[config.mk]
export PLATFORM = sky130hd
export DESIGN_NAME = tpisp_top
export DESIGN_NICKNAME = d
export VERILOG_FILES = /design/src/core/tpisp_pkg.sv /design/src/core/tpisp_mem.sv /design/src/core/tpisp_top.sv
export SDC_FILE = /design/constraint.sdc
export NUM_CORES = 1
export LEC_CHECK = 0
export ABC_AREA = 1
export ABC_CLOCK_PERIOD_IN_PS = 2200
export BUFFER_PORTS_ARGS = -buffer_cell sky130_fd_sc_hd__clkbuf_2
export CAP_MARGIN = 20
export CORE_ASPECT_RATIO = 1.4
export CORE_MARGIN = 1.5
export CORE_UTILIZATION = 50
export CTS_CLUSTER_SIZE = 40
export DETAILED_ROUTE_END_ITERATION = 6
export MAX_ROUTING_LAYER = met4
export PLACE_DENSITY_LB_ADDON = 0.1
export SYNTH_ARGS = -nofsm -noshare
export SYNTH_HDL_FRONTEND = slang
export SYNTH_SLANG_ARGS = --single-unit
[constraint.sdc]
create_clock -name clk -period 2.2 [get_ports clk]
set_clock_uncertainty 0.1 [all_clocks]
set_input_delay 0.44 -clock clk [delete_from_list [all_inputs] [get_ports clk]]
set_output_delay 0.44 -clock clk [all_outputs]
set_load 0.05 [all_outputs]
[src/core/tpisp_pkg.sv]
`default_nettype none
package tpisp_pkg;

    // Fixed upper part of the seven-bit target address
    localparam logic [2:0] ADDR_FIXED_HI = 3'h3;
    // Position of the address low nibble inside the bus config register
    localparam int CFG_ADDR_LSB = 4;
    localparam int CFG_W = 8;

    // Touch data buffer
    localparam int MEM_AW = 5;
    localparam int MEM_DEPTH = 1 << MEM_AW;
    localparam logic [MEM_AW-1:0] PTR_RESET = 5'h00;
    localparam logic [MEM_AW-1:0] PTR_ONE = 5'h01;

    localparam logic [2:0] BIT_LAST = 3'h7;
    localparam logic [2:0] BIT_ONE = 3'h1;
    localparam logic [2:0] BIT_RESET = 3'h0;
    localparam logic [7:0] SHIFT_RESET = 8'h00;

    // Bus timing kept by the master; the edge detector relies on these
    localparam int CLK_PERIOD_NS = 4;
    localparam int T_BUF_NS = 4700;
    localparam int T_HD_START_NS = 4000;
    localparam int T_BUF_CYC = (T_BUF_NS + CLK_PERIOD_NS - 1) / CLK_PERIOD_NS;
    localparam int T_HD_START_CYC = (T_HD_START_NS + CLK_PERIOD_NS - 1) / CLK_PERIOD_NS;

    typedef enum logic [2:0] {
        ST_IDLE = 3'b000,
        ST_ADDR = 3'b001,
        ST_ADDR_ACK = 3'b010,
        ST_RX = 3'b011,
        ST_RX_ACK = 3'b100,
        ST_TX = 3'b101,
        ST_TX_ACK = 3'b110,
        ST_TX_WAIT = 3'b111
    } tpisp_state_t;

    typedef struct packed {
        logic [MEM_AW-1:0] addr;
        logic [7:0] data;
    } tpisp_wr_t;

endpackage
`default_nettype wire

[src/core/tpisp_mem.sv]
`timescale 1ns/1ps
`default_nettype none
module tpisp_mem
    import tpisp_pkg::*;
(
    input wire logic clk,
    input wire logic rst_b,
    input wire logic wrEn,
    input wire tpisp_wr_t wr,
    input wire logic [MEM_AW-1:0] rdAddr,
    output logic [7:0] rdData
);

    logic [7:0] store [MEM_DEPTH];

    // Contents carry no reset; only the read register is defined after reset
    always_ff @(posedge clk) begin
        if (wrEn) begin
            store[wr.addr] <= wr.data;
        end
    end

    always_ff @(posedge clk or negedge rst_b) begin
        if (!rst_b) begin
            rdData <= 8'h00;
        end else begin
            rdData <= store[rdAddr];
        end
    end

endmodule // tpisp_mem
`default_nettype wire

[src/core/tpisp_top.sv]
// Contract
// - Port is target only; never starts transfers nor drives the bus clock.
// - Address is fixed 3'b011 above config register bits seven to four.
// - Direction bit zero means host writes bytes, port receives them.
// - Direction bit one means port sends bytes, host receives them.
// - Both start and repeated start open an addressed packet.
// - Stop ends a packet; a new start also ends and reopens one.
// - Interrupt output tells the host touch data awaits collection.
`timescale 1ns/1ps
`default_nettype none
module tpisp_top
    import tpisp_pkg::*;
(
    input wire logic clk,
    input wire logic rst_b,
    input wire logic sclIn,
    input wire logic sdaIn,
    output logic sdaOut,
    output logic sdaOe,
    output logic touchInt_b,
    input wire logic [CFG_W-1:0] touchBusConfigReg,
    input wire logic userWrValid,
    input wire tpisp_wr_t userWr,
    input wire logic touchEvent,
    output logic hostWrValid,
    output tpisp_wr_t hostWr,
    output logic busyOut
);

    // Two-stage synchronisers, one per pin; stage one feeds only stage two
    logic [1:0] pinRaw;
    logic [1:0] sync1Q;
    logic [1:0] sync2Q;
    logic [1:0] pinDlyQ;

    assign pinRaw = {sclIn, sdaIn};

    genvar gi;
    generate
        for (gi = 0; gi < 2; gi++) begin : gSync
            always_ff @(posedge clk or negedge rst_b) begin
                if (!rst_b) begin
                    sync1Q[gi] <= 1'b1;
                    sync2Q[gi] <= 1'b1;
                    pinDlyQ[gi] <= 1'b1;
                end else begin
                    sync1Q[gi] <= pinRaw[gi];
                    sync2Q[gi] <= sync1Q[gi];
                    pinDlyQ[gi] <= sync2Q[gi];
                end
            end
        end
    endgenerate

    wire sclS = sync2Q[1];
    wire sdaS = sync2Q[0];
    wire sclD = pinDlyQ[1];
    wire sdaD = pinDlyQ[0];
    wire sclRise = sclS & ~sclD;
    wire sclFall = ~sclS & sclD;
    // Bus minimums give a thousand or more clocks of margin, so a plain edge compare suffices
    wire startDet = sclS & sclD & sdaD & ~sdaS;
    wire stopDet = sclS & sclD & ~sdaD & sdaS;

    tpisp_state_t stateQ;
    tpisp_state_t stateD;
    logic [2:0] bitCntQ;
    logic [7:0] shiftQ;
    logic firstByteQ;
    logic [MEM_AW-1:0] ptrQ;
    logic sdaOeQ;
    logic intBQ;
    logic hostWrValidQ;
    tpisp_wr_t hostWrQ;
    logic [7:0] memRdData;

    wire [7:0] byteIn = {shiftQ[6:0], sdaS};
    wire lastBit = (bitCntQ == BIT_LAST);
    wire [6:0] ownAddr = {ADDR_FIXED_HI, touchBusConfigReg[CFG_ADDR_LSB +: 4]};
    wire addrMatch = (byteIn[7:1] == ownAddr);
    wire readMatch = (stateQ == ST_ADDR) & sclRise & lastBit & addrMatch & byteIn[0];
    wire rxDone = (stateQ == ST_RX) & sclRise & lastBit;
    wire ptrStep = (rxDone & ~firstByteQ) | ((stateQ == ST_TX) & sclRise & lastBit);

    tpisp_mem uMem (
        .clk(clk),
        .rst_b(rst_b),
        .wrEn(userWrValid),
        .wr(userWr),
        .rdAddr(ptrQ),
        .rdData(memRdData)
    );

    // Next state
    always_comb begin
        stateD = stateQ;
        if (startDet) begin
            stateD = ST_ADDR;
        end else if (stopDet) begin
            stateD = ST_IDLE;
        end else begin
            case (stateQ)
                ST_IDLE: begin
                    stateD = ST_IDLE;
                end
                ST_ADDR: begin
                    if (sclRise && lastBit) begin
                        // Other targets' packets are ignored until the next start
                        stateD = addrMatch ? ST_ADDR_ACK : ST_IDLE;
                    end
                end
                ST_ADDR_ACK: begin
                    if (sclFall && sdaOeQ) begin
                        stateD = shiftQ[0] ? ST_TX : ST_RX;
                    end
                end
                ST_RX: begin
                    if (rxDone) begin
                        stateD = ST_RX_ACK;
                    end
                end
                ST_RX_ACK: begin
                    if (sclFall && sdaOeQ) begin
                        stateD = ST_RX;
                    end
                end
                ST_TX: begin
                    if (sclRise && lastBit) begin
                        stateD = ST_TX_ACK;
                    end
                end
                ST_TX_ACK: begin
                    // Host acknowledge keeps the read going; a refusal ends it
                    if (sclRise) begin
                        stateD = sdaS ? ST_IDLE : ST_TX_WAIT;
                    end
                end
                ST_TX_WAIT: begin
                    if (sclFall) begin
                        stateD = ST_TX;
                    end
                end
                default: begin
                    stateD = ST_IDLE;
                end
            endcase
        end
    end

    always_ff @(posedge clk or negedge rst_b) begin
        if (!rst_b) begin
            stateQ <= ST_IDLE;
        end else begin
            stateQ <= stateD;
        end
    end

    // Bit counter and shift register
    always_ff @(posedge clk or negedge rst_b) begin
        if (!rst_b) begin
            bitCntQ <= BIT_RESET;
            shiftQ <= SHIFT_RESET;
        end else if (startDet || stopDet) begin
            bitCntQ <= BIT_RESET;
        end else if ((stateQ == ST_ADDR || stateQ == ST_RX) && sclRise) begin
            bitCntQ <= bitCntQ + BIT_ONE;
            shiftQ <= byteIn;
        end else if (stateQ == ST_TX && sclRise) begin
            bitCntQ <= bitCntQ + BIT_ONE;
        end else if (stateQ == ST_TX && sclFall) begin
            shiftQ <= {shiftQ[6:0], 1'b0};
        end else if (sclFall && ((stateQ == ST_ADDR_ACK && sdaOeQ && shiftQ[0]) || stateQ == ST_TX_WAIT)) begin
            bitCntQ <= BIT_RESET;
            shiftQ <= memRdData;
        end else if (sclFall && sdaOeQ && (stateQ == ST_ADDR_ACK || stateQ == ST_RX_ACK)) begin
            bitCntQ <= BIT_RESET;
        end
    end

    // Data line drive: acknowledge after received bytes, data bits while sending
    always_ff @(posedge clk or negedge rst_b) begin
        if (!rst_b) begin
            sdaOeQ <= 1'b0;
        end else if (startDet || stopDet) begin
            sdaOeQ <= 1'b0;
        end else if (sclFall) begin
            case (stateQ)
                ST_ADDR_ACK: sdaOeQ <= sdaOeQ ? (shiftQ[0] & ~memRdData[7]) : 1'b1;
                ST_RX_ACK: sdaOeQ <= ~sdaOeQ;
                ST_TX: sdaOeQ <= (bitCntQ == BIT_RESET) ? 1'b0 : ~shiftQ[6];
                ST_TX_WAIT: sdaOeQ <= ~memRdData[7];
                default: sdaOeQ <= 1'b0;
            endcase
        end
    end

    // Pointer: first written byte selects it, later bytes and reads advance it
    always_ff @(posedge clk or negedge rst_b) begin
        if (!rst_b) begin
            ptrQ <= PTR_RESET;
            firstByteQ <= 1'b0;
        end else if (stateQ == ST_ADDR && sclRise && lastBit && addrMatch) begin
            firstByteQ <= ~byteIn[0];
        end else if (rxDone && firstByteQ) begin
            ptrQ <= byteIn[MEM_AW-1:0];
            firstByteQ <= 1'b0;
        end else if (ptrStep) begin
            ptrQ <= ptrQ + PTR_ONE;
        end
    end

    // Host writes after the pointer byte leave the port as strobes
    always_ff @(posedge clk or negedge rst_b) begin
        if (!rst_b) begin
            hostWrValidQ <= 1'b0;
            hostWrQ <= '0;
        end else begin
            hostWrValidQ <= rxDone & ~firstByteQ;
            if (rxDone && !firstByteQ) begin
                hostWrQ <= '{addr: ptrQ, data: byteIn};
            end
        end
    end

    // A new touch event wins over the clear made by a read addressing
    always_ff @(posedge clk or negedge rst_b) begin
        if (!rst_b) begin
            intBQ <= 1'b1;
        end else if (touchEvent) begin
            intBQ <= 1'b0;
        end else if (readMatch) begin
            intBQ <= 1'b1;
        end
    end

    logic busyQ;
    always_ff @(posedge clk or negedge rst_b) begin
        if (!rst_b) begin
            busyQ <= 1'b0;
        end else begin
            busyQ <= (stateD != ST_IDLE) && (stateD != ST_ADDR);
        end
    end

    // Open-drain: only ever pull low
    assign sdaOut = 1'b0;
    assign sdaOe = sdaOeQ;
    assign touchInt_b = intBQ;
    assign hostWrValid = hostWrValidQ;
    assign hostWr = hostWrQ;
    assign busyOut = busyQ;

endmodule // tpisp_top
`default_nettype wire

==> key figures, run 1 <==
STA
  • Period utilization: between 80% and 90%
  • Post-route setup TNS: 0 ns
  • Slew headroom: about half
  • Final setup fails: 0
  • Fmax: about 530 MHz
  • Worst-Margin Slew: a little under 0.8 ns
  • Max Slew Vio Count: 0
  • Final min period: between 1.5 and 2 ns
  • Final hold vios: 0
  • Final Worst Setup Slack: 0.315 ns
  • Unrepaired setup endpoints after global routing: false

Worst setup path
  • Most used cell, CP: ha_1
  • CP peak stage delay: around 0.40 ns
  • CP startpoint kind: register
  • Crit Path Max Fanout: 26
  • CP Data Arrival Time: 2.27 ns
  • CP max-delay cell: dfrtp_1
  • Worst endpoint required time: 2.58 ns
  • Crit path kind: register to register
  • Crit. End Element: register
  • Cell chain of the critical path: ha_1, ha_1, inv_1, nor2_1, nand2_2, nor2_4, inv_2, nand2_1, o21ai_2

Clocking
  • Clock slew at reported path FFs: 0.06 ns
  • CTS Buffer Depth: 3
  • CTS Root Cell: clkbuf_16
  • Post-CTS sizing: 0
  • H-tree depth: 1
  • Num Clock Sinks: between 300 and 400
  • Clock latency on the worst-skew pair: about 0.55 ns
  • CTS Buf Count: 29
  • TritonCTS clock tree: done

Logic synthesis
  • Combinational family with the most area after synthesis: simple AND/OR/NAND/NOR gates
  • Largest area contributor in the netlist: edfxtp_1
  • Post-synth EDFFs: 256
  • Multiplexer area fraction after synthesis: 0%
  • Commonest cells post-synth: nand2_1, edfxtp_1, nand3_1
  • Asr flop ratio synth: roughly 16%
  • Synth Area in Adders: 0.376%
  • Post-synth top area share: 57.8%
  • Mapped Cells: 1303
  • Simple-Gate Fraction of Synth Area: between 20% and 30%
  • Total nets after synthesis: around 1.3k
  • Sequential share of the synthesized area: about two thirds
  • Most area-consuming cells after synthesis: edfxtp_1, nand2_1, dfrtp_1
  • Most common cell in the synthesized netlist: nand2_1
  • Compound-Gate Fraction of Synth Area: 3.41%
  • Yosys cell types: 32
  • Top_reg_cell synth: edfxtp_1
  • XOR/XNOR share of the synthesized area: 0.461%
  • Yosys warnings: 0
  • Seq cells post-synth: 306
  • Post-synth design cell area: 0.0133 sq mm
  • Synth Area per Inst: 10.2 sq um

Drt
  • Post-route ant nets: 0
  • Routed WL: 30.0 mm
  • Drt first pass iters: 5
  • Vias/cell: between 5 and 6
  • Routed length per instance: 17.4 microns
  • DR iter-0 viols: between 500 and 600
  • DRC Markers: 0
  • Vias: 8861

Finish
  • Multi-input logic area: 0.00343 sq mm
  • Nets@finish: about 1.4k
  • Ratio of cells with drive above 1 in the final layout: 12.6%
  • Layout filler cell count: 2252
  • Register Area: 0.00895 sq mm
  • Synth-to-layout area growth: 13.5%
  • Antenna Cells: 0

Pwr
  • Lkg Pwr: around 0.0064 uW
  • Maximum vdd drop: 0.000612 V
  • Cell Pwr Density: 785 mW/mm^2

Global route
  • First-pass GRT wire length: 47.6 mm
  • Largest net degree at the start of global routing: between 90 and 100
  • Grt ovf: 0
  • Antenna violations before repair: 0
  • Total track usage: 23.3%
  • Vias in the first global route: 8760

Floorplanning
  • Die Span Y: 196 microns
  • Starting Density: 51.0%
  • Ports: 45
  • Die Wd: roughly 140 microns
  • Area of the core: 0.0261 sq mm
  • Rows: 70
  • Die area: 0.0276 sq mm

Placement
  • Post-place setup slack: 0.323 ns
  • Gpl congestion: 0.878
  • Port Buffer Count: 39
  • Hpwl dp: ~19 mm

Job
  • Max Cap Violations: 0

Hold path
  • Hold Path Class: primary input to register

Run status
  • Status: finished, final reports clean
-- worst paths after layout --
kind                       slack [ns]             end            startpoint  depth (start not counted)
min in group asynchronous        0.32  uMem.rdData[0]                 rst_b                          2
max                              0.32      hostWr[11]            bitCntQ[0]                          9
max reg2reg                      0.32      hostWr[11]            bitCntQ[0]                          9
min reg2reg                      0.25            sdaS             sync1Q[0]                          0
max in group asynchronous        1.07      touchInt_b                 rst_b                          3
min                              0.22      touchInt_b  touchBusConfigReg[4]                          6
-- layout by cell type, fill, tap and decap left out, types with 2 or more instances in the layout --
cell,Yosys,layout
a21oi_1,21,21
a31oi_1,2,2
buf_12,0,9
buf_4,1,46
bufinv_16,0,2
clkbuf_1,9,14
clkbuf_16,0,29
clkbuf_2,0,39
clkbuf_4,0,4
clkbuf_8,0,2
clkinv_1,4,4
clkinv_2,0,2
dfrtp_1,43,41
dfstp_2,7,7
dlygate4sd3_1,0,4
edfxtp_1,256,256
ha_1,4,4
inv_1,162,161
inv_2,5,5
nand2_1,432,432
nand2_2,3,3
nand3_1,177,177
nand3_2,2,2
nand4_1,3,3
nor2_1,64,64
nor2_2,3,3
nor2_4,2,2
o211ai_1,9,9
o21ai_0,12,12
o21ai_1,9,9
o21ai_2,18,18
xnor2_1,4,4
xor2_1,3,3
-- power by group --
group	switching, uW	internal (uW)
Sequential	85.9	6420
Clock	2050	2800
Combinational	349	148
-- through the flow --
step	hold WS [ns]	cells	utilization, %	instance area, sq um	power (uW)
global placement	0.247	1667	54.2	14200	7110
finish	0.220	1724	57.9	15100	11900
floorplan	0.0444	1303	-	13300	6880
CTS	0.209	1724	57.9	15100	11900
detailed placement	0.247	1667	54.2	14200	7130
global route	0.258	1724	57.9	15100	12200
-- registers in the layout, indices dropped and copies added (netlist names) --
register,count
sdaS,1
uMem.store,256
sdaOe,1
sdaD,1
uMem.rdData,8
busyOut,1
bitCntQ,3
hostWr,13
sync1Q,2
sclS,1
sclD,1
firstByteQ,1
stateQ,3
ptrQ,5
hostWrValid,1
shiftQ,7
touchInt_b,1
-- worst max-delay path, delay by kind of cell, from the launching register on --
| family | cells | cell delay, ns |
|---|---|---|
| buffers and inverters | 2 | 0.45 |
| AO/OA/AOI/OAI | 1 | 0.08 |
| adder cells (fa/ha/maj) | 2 | 0.41 |
| flip-flops | 1 | 0.40 |
| AND/OR/NAND/NOR | 4 | 0.37 |
-- layer usage --
layer  global-route usage (%)  vias up  part of all wire, %
met5                        -        -                    0
met3                     2.56       55                  5.2
met4                     7.25        0                  2.6
met2                     40.9      257                   52
met1                     28.3     4148                   40
li1                         -     4401                    -
-- area by class of cell --
cell class                 count  area share [%]
sequential                   306            59.3
multi-input combinational    772            22.7
clock buffer                  49            5.53
timing repair buffer          98            5.04
inverter                     171            4.26
tap                          324            2.68
clock inverter                 4           0.481
-- timing repair --
item	CTS	global route
setup endpoints to repair	0	0
hold buffers	4	0
hold endpoints to repair	18	0
buffers inserted	0	0
-- cell families after synthesis --
group / Yosys count
AOI/OAI and AO/OA: 72
xor gates and xnor gates: 7
adders and majority gates: 4
buffers and inverters: 225
DFF: 306
other: 1
and+or+nand+nor: 688
(Power assumes the default switching activity.)
==> run 2, diff against run 1 <==
- BUFFER_PORTS_ARGS: -buffer_cell sky130_fd_sc_hd__clkbuf_2 -> default
- DONT_BUFFER_PORTS: default -> 1
- SKIP_LAST_GASP: default -> 1
==> run 2 against run 1 <==
- cell count fell by 1.7%
- sequential share of layout area increased by 0.42 points
- flip-flop and latch count unchanged
- setup slack improved by 0.025 ns
- count of clock-buffer cells in the layout shrank 11
- critical path depth unchanged
- register-to-register slack improved by 0.03 ns
==> key figures, run 2 (same netlist as run 1, synthesis figures left out) <==
STA
  • Final setup fails: 0 (unchanged)
  • Unrepaired setup endpoints after global routing: false (unchanged)
  • Period utilization: 84.5% (was 85.7%)
  • Post-route setup TNS: 0 ns (unchanged)
  • Final min period: 1.86 ns (was 1.88 ns)
  • Final hold vios: 0 (unchanged)
  • Slew headroom: 56.8% (was 48.2%)
  • Worst-Margin Slew: 0.646 ns (was 0.778 ns)
  • Max Slew Vio Count: 0 (unchanged)
  • Fmax: 538 MHz (was 531 MHz)

Clocking
  • CTS Buffer Depth: 3 (unchanged)
  • TritonCTS clock tree: done (unchanged)
  • Clock slew at reported path FFs: 0.06 ns (about the same)
  • CTS Buf Count: 31 (was 29)
  • Clock latency on the worst-skew pair: 0.57 ns (was 0.55 ns)
  • H-tree depth: 1 (unchanged)
  • CTS Root Cell: clkbuf_16 (unchanged)
  • Num Clock Sinks: 306 (unchanged)

Drt
  • Post-route ant nets: 0 (unchanged)
  • Vias/cell: 5.18 (was 5.14)
  • DR iter-0 viols: 608 (was 543)
  • Drt first pass iters: 5 (unchanged)
  • Routed WL: 30.6 mm (was 30.0 mm)
  • Vias: 8786 (was 8861)
  • DRC Markers: 0 (unchanged)
  • Routed length per instance: 18.1 microns (was 17.4 microns)

Run status
  • Status: finished, final reports clean (unchanged)

Pwr
  • Flop pwr share: 55.6% (was 54.9%)
  • Maximum vdd drop: 0.000599 V (was 0.000612 V)
  • Lkg Pwr: 0.00627 uW (was 0.00638 uW)
  • Sw Ratio: 21.7% (was 20.9%)
  • Part of the power in combinational logic: 4.3% (was 4.2%)
  • Clk network pwr share: 40.0% (was 40.9%)
  • Final Total Pwr: 11700 uW (was 11900 uW)
  • Cell Pwr Density: 779 mW/mm^2 (was 785 mW/mm^2)
  • P_int: 9150 uW (was 9370 uW)
  • NetSw: 2540 uW (was 2480 uW)

Finish
  • Largest register FFs: 256 (unchanged)
  • Nets@finish: 1379 (was 1409)
  • Register with the most flip-flops: uMem.store (unchanged)
  • Synth-to-layout area growth: 12.7% (was 13.5%)
  • Most common cell after layout, fill and taps aside: nand2_1 (unchanged)
  • Ratio of cells with drive above 1 in the final layout: 10.7% (was 12.6%)
  • Antenna Cells: 0 (unchanged)
  • Most frequent cells in the layout: nand2_1, edfxtp_1, nand3_1 (unchanged)

Worst setup path
  • Worst r2r path cells: 9 (unchanged)
  • Crit path kind: register to register (unchanged)
  • Worst endpoint required time: 2.59 ns (was 2.58 ns)
  • CP startpoint kind: register (unchanged)
  • Crit Path Max Fanout: 26 (unchanged)
  • Crit. End Element: register (unchanged)
  • CP Data Arrival Time: 2.25 ns (was 2.27 ns)

Global route
  • First-pass GRT wire length: 47.3 mm (was 47.6 mm)
  • Vias in the first global route: 8683 (was 8760)
  • Grt ovf: 0 (unchanged)
  • Total track usage: 23.5% (was 23.3%)
  • Largest net degree at the start of global routing: 100 (was 93)
  • Antenna violations before repair: 0 (unchanged)

Floorplanning
  • Ports: 45 (unchanged)
  • Die Wd: 141 microns (unchanged)
  • Die area: 0.0276 sq mm (unchanged)
  • Rows: 70 (unchanged)
  • Area of the core: 0.0261 sq mm (unchanged)
  • Die Span Y: 196 microns (unchanged)
  • Starting Density: 51.0% (unchanged)

Placement
  • Port Buffer Count: 0 (was 39)
  • Gpl congestion: 0.859 (was 0.878)
  • Hpwl dp: 18.5 mm (was 18.9 mm)

Hold path
  • Hold-critical path depth: 1 (was 6)
  • Hold Path Class: primary input to register (unchanged)

Job
  • Max Cap Violations: 0 (unchanged)
-- run 2: cell types whose count changed in the layout (fill, tap and decap cells not counted), moves of 3 or more --
| cell | change |
|---|---|
| buf_4 | +3 |
| clkbuf_1 | -7 |
| buf_12 | +3 |
| clkbuf_2 | -39 |
| clkinv_1 | +8 |
| clkinv_2 | +6 |
| clkbuf_4 | -4 |
-- run 2: cell type report --
type | count | area, sq um
tap | 324 | 405
fill | 2240 | 11100
clock inverter | 18 | 86.3
clock buffer | 38 | 802
multi-input combinational | 772 | 3430
sequential | 306 | 8950
timing repair buffer | 66 | 676
inverter | 171 | 643
-- run 2: final timing paths --
path                       slack (ns)        from                to
hold / removal                   0.09   userWr[6]  uMem.store[4][6]
hold reg to reg                  0.26   sync1Q[1]              sclS
setup reg to reg                 0.34  bitCntQ[0]         hostWr[9]
max in group asynchronous        1.44       rst_b        touchInt_b
setup / recovery                 0.34  bitCntQ[0]         hostWr[9]
min in group asynchronous        0.29       rst_b             sdaOe
-- run 2: what timing repair did --
item	in CTS	in global routing
gates resized for setup	0	0
hold endpoints to repair	309	0
hold buffers	13	0
buffers inserted	0	0
-- run 2: power groups by stage --
stage          combinational [uW]  clock [uW]  sequential [uW]
2_1_floorplan                 272           0             6610
3_3_place_gp                  358           0             6620
3_5_place_dp                  362           0             6630
4_1_cts                       516        4760             6510
5_1_grt                       575        4970             6520
6_report                      506        4680             6500
-- run 2: critical path, cell delays in order, from the launching register on --
cell	delay, ns
dfrtp_1	0.40
ha_1	0.21
ha_1	0.20
inv_1	0.06
nor2_1	0.06
nand2_2	0.13
nor2_4	0.05
inv_2	0.37
nand2_1	0.13
o21ai_2	0.08
-- run 2: layer usage --
layer	part of all wire [%]	up-vias	GRT usage, %
met2	50	233	39.9
met1	42	4143	28.5
met5	0	-	-
met3	5.2	64	3.22
met4	3.1	0	9.22
li1	-	4346	-
-- run 2: stage by stage --
step / setup slack [ns] / hold WS, ns / instance area, sq um / instances / util, %
floorplan: 0.603 / 0.0444 / 13300 / 1303 / -
global placement: 0.331 / 0.0457 / 13900 / 1626 / 53.2
detailed placement: 0.328 / 0.0459 / 13900 / 1626 / 53.2
CTS: 0.293 / 0.0753 / 15000 / 1695 / 57.5
global route: 0.143 / 0.0887 / 15000 / 1695 / 57.5
finish: 0.341 / 0.0881 / 15000 / 1695 / 57.5
==> run 3, diff against run 2 <==
- ABC_CLOCK_PERIOD_IN_PS: 2200 -> 1850
- clock period: 2.2 -> 1.85 ns (I/O delays scaled with it)
==> run 3 against run 2 <==
- flip-flop and latch count did not move
- core utilization rose by 1.8 points
- first-iteration DRC count rose by 0.33%
- total power rose by 25%
- sequential share of layout area fell by 1.8 points
- register-to-register slack got worse by 0.30 ns
- worst hold slack got worse by 0.083 ns
- non-clock buffer count rose by 21
- combinational power rose by 28%
- critical endpoint is now uMem.rdData[0]
==> key figures, run 3 (same netlist as run 1, synthesis figures left out) <==
Finish
  • Register with the most flip-flops: uMem.store (unchanged)
  • Post-route cell area: 0.0155 sq mm (was 0.0150 sq mm)
  • Largest register FFs: 256 (unchanged)
  • Antenna Cells: 0 (unchanged)
  • Layout filler cell count: 2217 (was 2240)
  • Most common cell after layout, fill and taps aside: nand2_1 (unchanged)
  • Ratio of cells with drive above 1 in the final layout: 12.9% (was 10.7%)
  • Nets@finish: 1399 (was 1379)
  • Most frequent cells in the layout: nand2_1, edfxtp_1, nand3_1 (unchanged)
  • Synth-to-layout area growth: 16.3% (was 12.7%)

Drt
  • DR iter-0 viols: 610 (was 608)
  • Post-route ant nets: 0 (unchanged)
  • Routed WL: 31.7 mm (was 30.6 mm)
  • Vias: 8904 (was 8786)
  • DRC Markers: 0 (unchanged)
  • Drt first pass iters: 5 (unchanged)
  • Routed length per instance: 18.5 microns (was 18.1 microns)
  • Vias/cell: 5.19 (was 5.18)

Global route
  • Vias in the first global route: 8596 (was 8683)
  • Antenna violations before repair: 0 (unchanged)
  • Largest net degree at the start of global routing: 51 (was 100)
  • Total track usage: 23.9% (was 23.5%)
  • Grt ovf: 0 (unchanged)
  • First-pass GRT wire length: 47.9 mm (was 47.3 mm)

STA
  • Worst hold slack: 0.00545 ns (was 0.0881 ns)
  • Final setup fails: 0 (unchanged)
  • Fmax: 554 MHz (was 538 MHz)
  • Period utilization: 97.6% (was 84.5%)
  • Max Slew Vio Count: 0 (unchanged)
  • Post-route setup TNS: 0 ns (unchanged)
  • Final hold vios: 0 (unchanged)
  • Final min period: 1.80 ns (was 1.86 ns)

Worst setup path
  • Most used cell, CP: nand2_1 (was ha_1)
  • Cell chain of the critical path: buf_16, buf_12, nand2_1, nand2_1, nand2_1, nand3_1, nand3_1, nand2_1, nand2_1, inv_1 (was ha_1, ha_1, inv_1, nor2_1, nand2_2, nor2_4, inv_2, nand2_1, o21ai_2)
  • Crit Path Max Fanout: 22 (was 26)
  • Worst endpoint required time: 2.21 ns (was 2.59 ns)
  • CP startpoint kind: register (unchanged)
  • CP Data Arrival Time: 2.16 ns (was 2.25 ns)
  • R2R Path End: uMem.rdData[0] (was hostWr[9])
  • CP peak stage delay: 0.52 ns (was 0.40 ns)
  • Crit. End Element: register (unchanged)
  • R2r startpoint: ptrQ[0] (was bitCntQ[0])
  • Worst R2R Setup Slack: 0.05 ns (was 0.34 ns)
  • CP max-delay cell: dfrtp_4 (was dfrtp_1)
  • Crit path kind: register to register (unchanged)
  • Worst r2r path cells: 10 (was 9)

Clocking
  • TritonCTS clock tree: done (unchanged)
  • CTS Buffer Depth: 3 (unchanged)
  • CTS Root Cell: clkbuf_16 (unchanged)
  • CTS Buf Count: 30 (was 31)
  • H-tree depth: 1 (unchanged)
  • Clock slew at reported path FFs: 0.06 ns (about the same)
  • Clock latency on the worst-skew pair: 0.58 ns (was 0.57 ns)
  • Num Clock Sinks: 306 (unchanged)

Floorplanning
  • Die Span Y: 196 microns (unchanged)
  • Die Wd: 141 microns (unchanged)
  • Area of the core: 0.0261 sq mm (unchanged)
  • Ports: 45 (unchanged)
  • Rows: 70 (unchanged)
  • Die area: 0.0276 sq mm (unchanged)
  • Starting Density: 51.0% (unchanged)

Pwr
  • Lkg Pwr: 0.00649 uW (was 0.00627 uW)
  • Maximum vdd drop: 0.000758 V (was 0.000599 V)
  • Cell Pwr Density: 945 mW/mm^2 (was 779 mW/mm^2)

Hold path
  • Hold-critical path depth: 1 (unchanged)
  • Hold Crit Start: userWr[2] (was userWr[6])
  • Hold EP: uMem.store[0][2] (was uMem.store[4][6])
  • Hold Path Class: primary input to register (unchanged)

Job
  • Max Cap Violations: 0 (unchanged)

Placement
  • DP Area: 0.0141 sq mm (was 0.0139 sq mm)
  • Hpwl dp: 19.1 mm (was 18.5 mm)
  • Gpl congestion: 0.843 (was 0.859)
  • Port Buffer Count: 0 (unchanged)

Run status
  • Status: finished, final reports clean (unchanged)
## run 3: repair_timing
item / CTS / global route
buffers inserted: 0 / 1
gates resized for setup: 1 / 16
cloned: 0 / 2
setup endpoints to repair: 2 / 26
hold buffers: 15 / 0
hold endpoints to repair: 309 / 0
## run 3: worst max path at each step
stage / from / to / slack, ns
finish: ptrQ[0] / uMem.rdData[0] / 0.05
floorplan: bitCntQ[0] / hostWr[11] / 0.25
detailed placement: ptrQ[2] / uMem.rdData[3] / -0.03
CTS: bitCntQ[0] / hostWr[9] / 0.004
global route: ptrQ[2] / uMem.rdData[3] / -0.02
global placement: ptrQ[2] / uMem.rdData[3] / -0.02
## run 3: per-stage QoR
stage / util, % / cells / total power, uW / worst slack [ns]
6_report: 59.3 / 1716 / 14600 / 0.0452
5_1_grt: 59.3 / 1716 / 15100 / -0.0181
4_1_cts: 58.9 / 1713 / 14800 / 0.00422
3_5_place_dp: 54.0 / 1642 / 8340 / -0.0317
3_3_place_gp: 54.0 / 1642 / 8330 / -0.0244
2_1_floorplan: - / 1303 / 8180 / 0.253
## run 3: final cells by class
type / count / area [sq um] / area share, %
clock buffers: 49 / 902 / 5.83
multi-input cells: 772 / 3460 / 22.4
repair buffers: 87 / 976 / 6.31
inverters: 171 / 653 / 4.22
flip-flops and latches: 306 / 8950 / 57.9
well taps: 324 / 405 / 2.62
clock inverters: 7 / 121 / 0.784
## run 3: critical path, delay by kind of cell, from the launching register on
kind / cells / cell delay [ns]
AND/OR/NAND/NOR: 7 / 0.65
buffers and inverters: 3 / 0.40
flip-flops: 1 / 0.52
## run 3: layer usage
metal	global-route usage, %	wire length (microns)
met1	29.4	12800
met2	41.1	16400
met3	2.51	1670
met4	8.68	888
met5	-	0
## run 3: power breakdown
group          total, uW  internal [uW]  switching, uW
combinational        648            218            430
clock               6250           3730           2510
sequential          7730           7630           97.6
total              14600          11600           3040
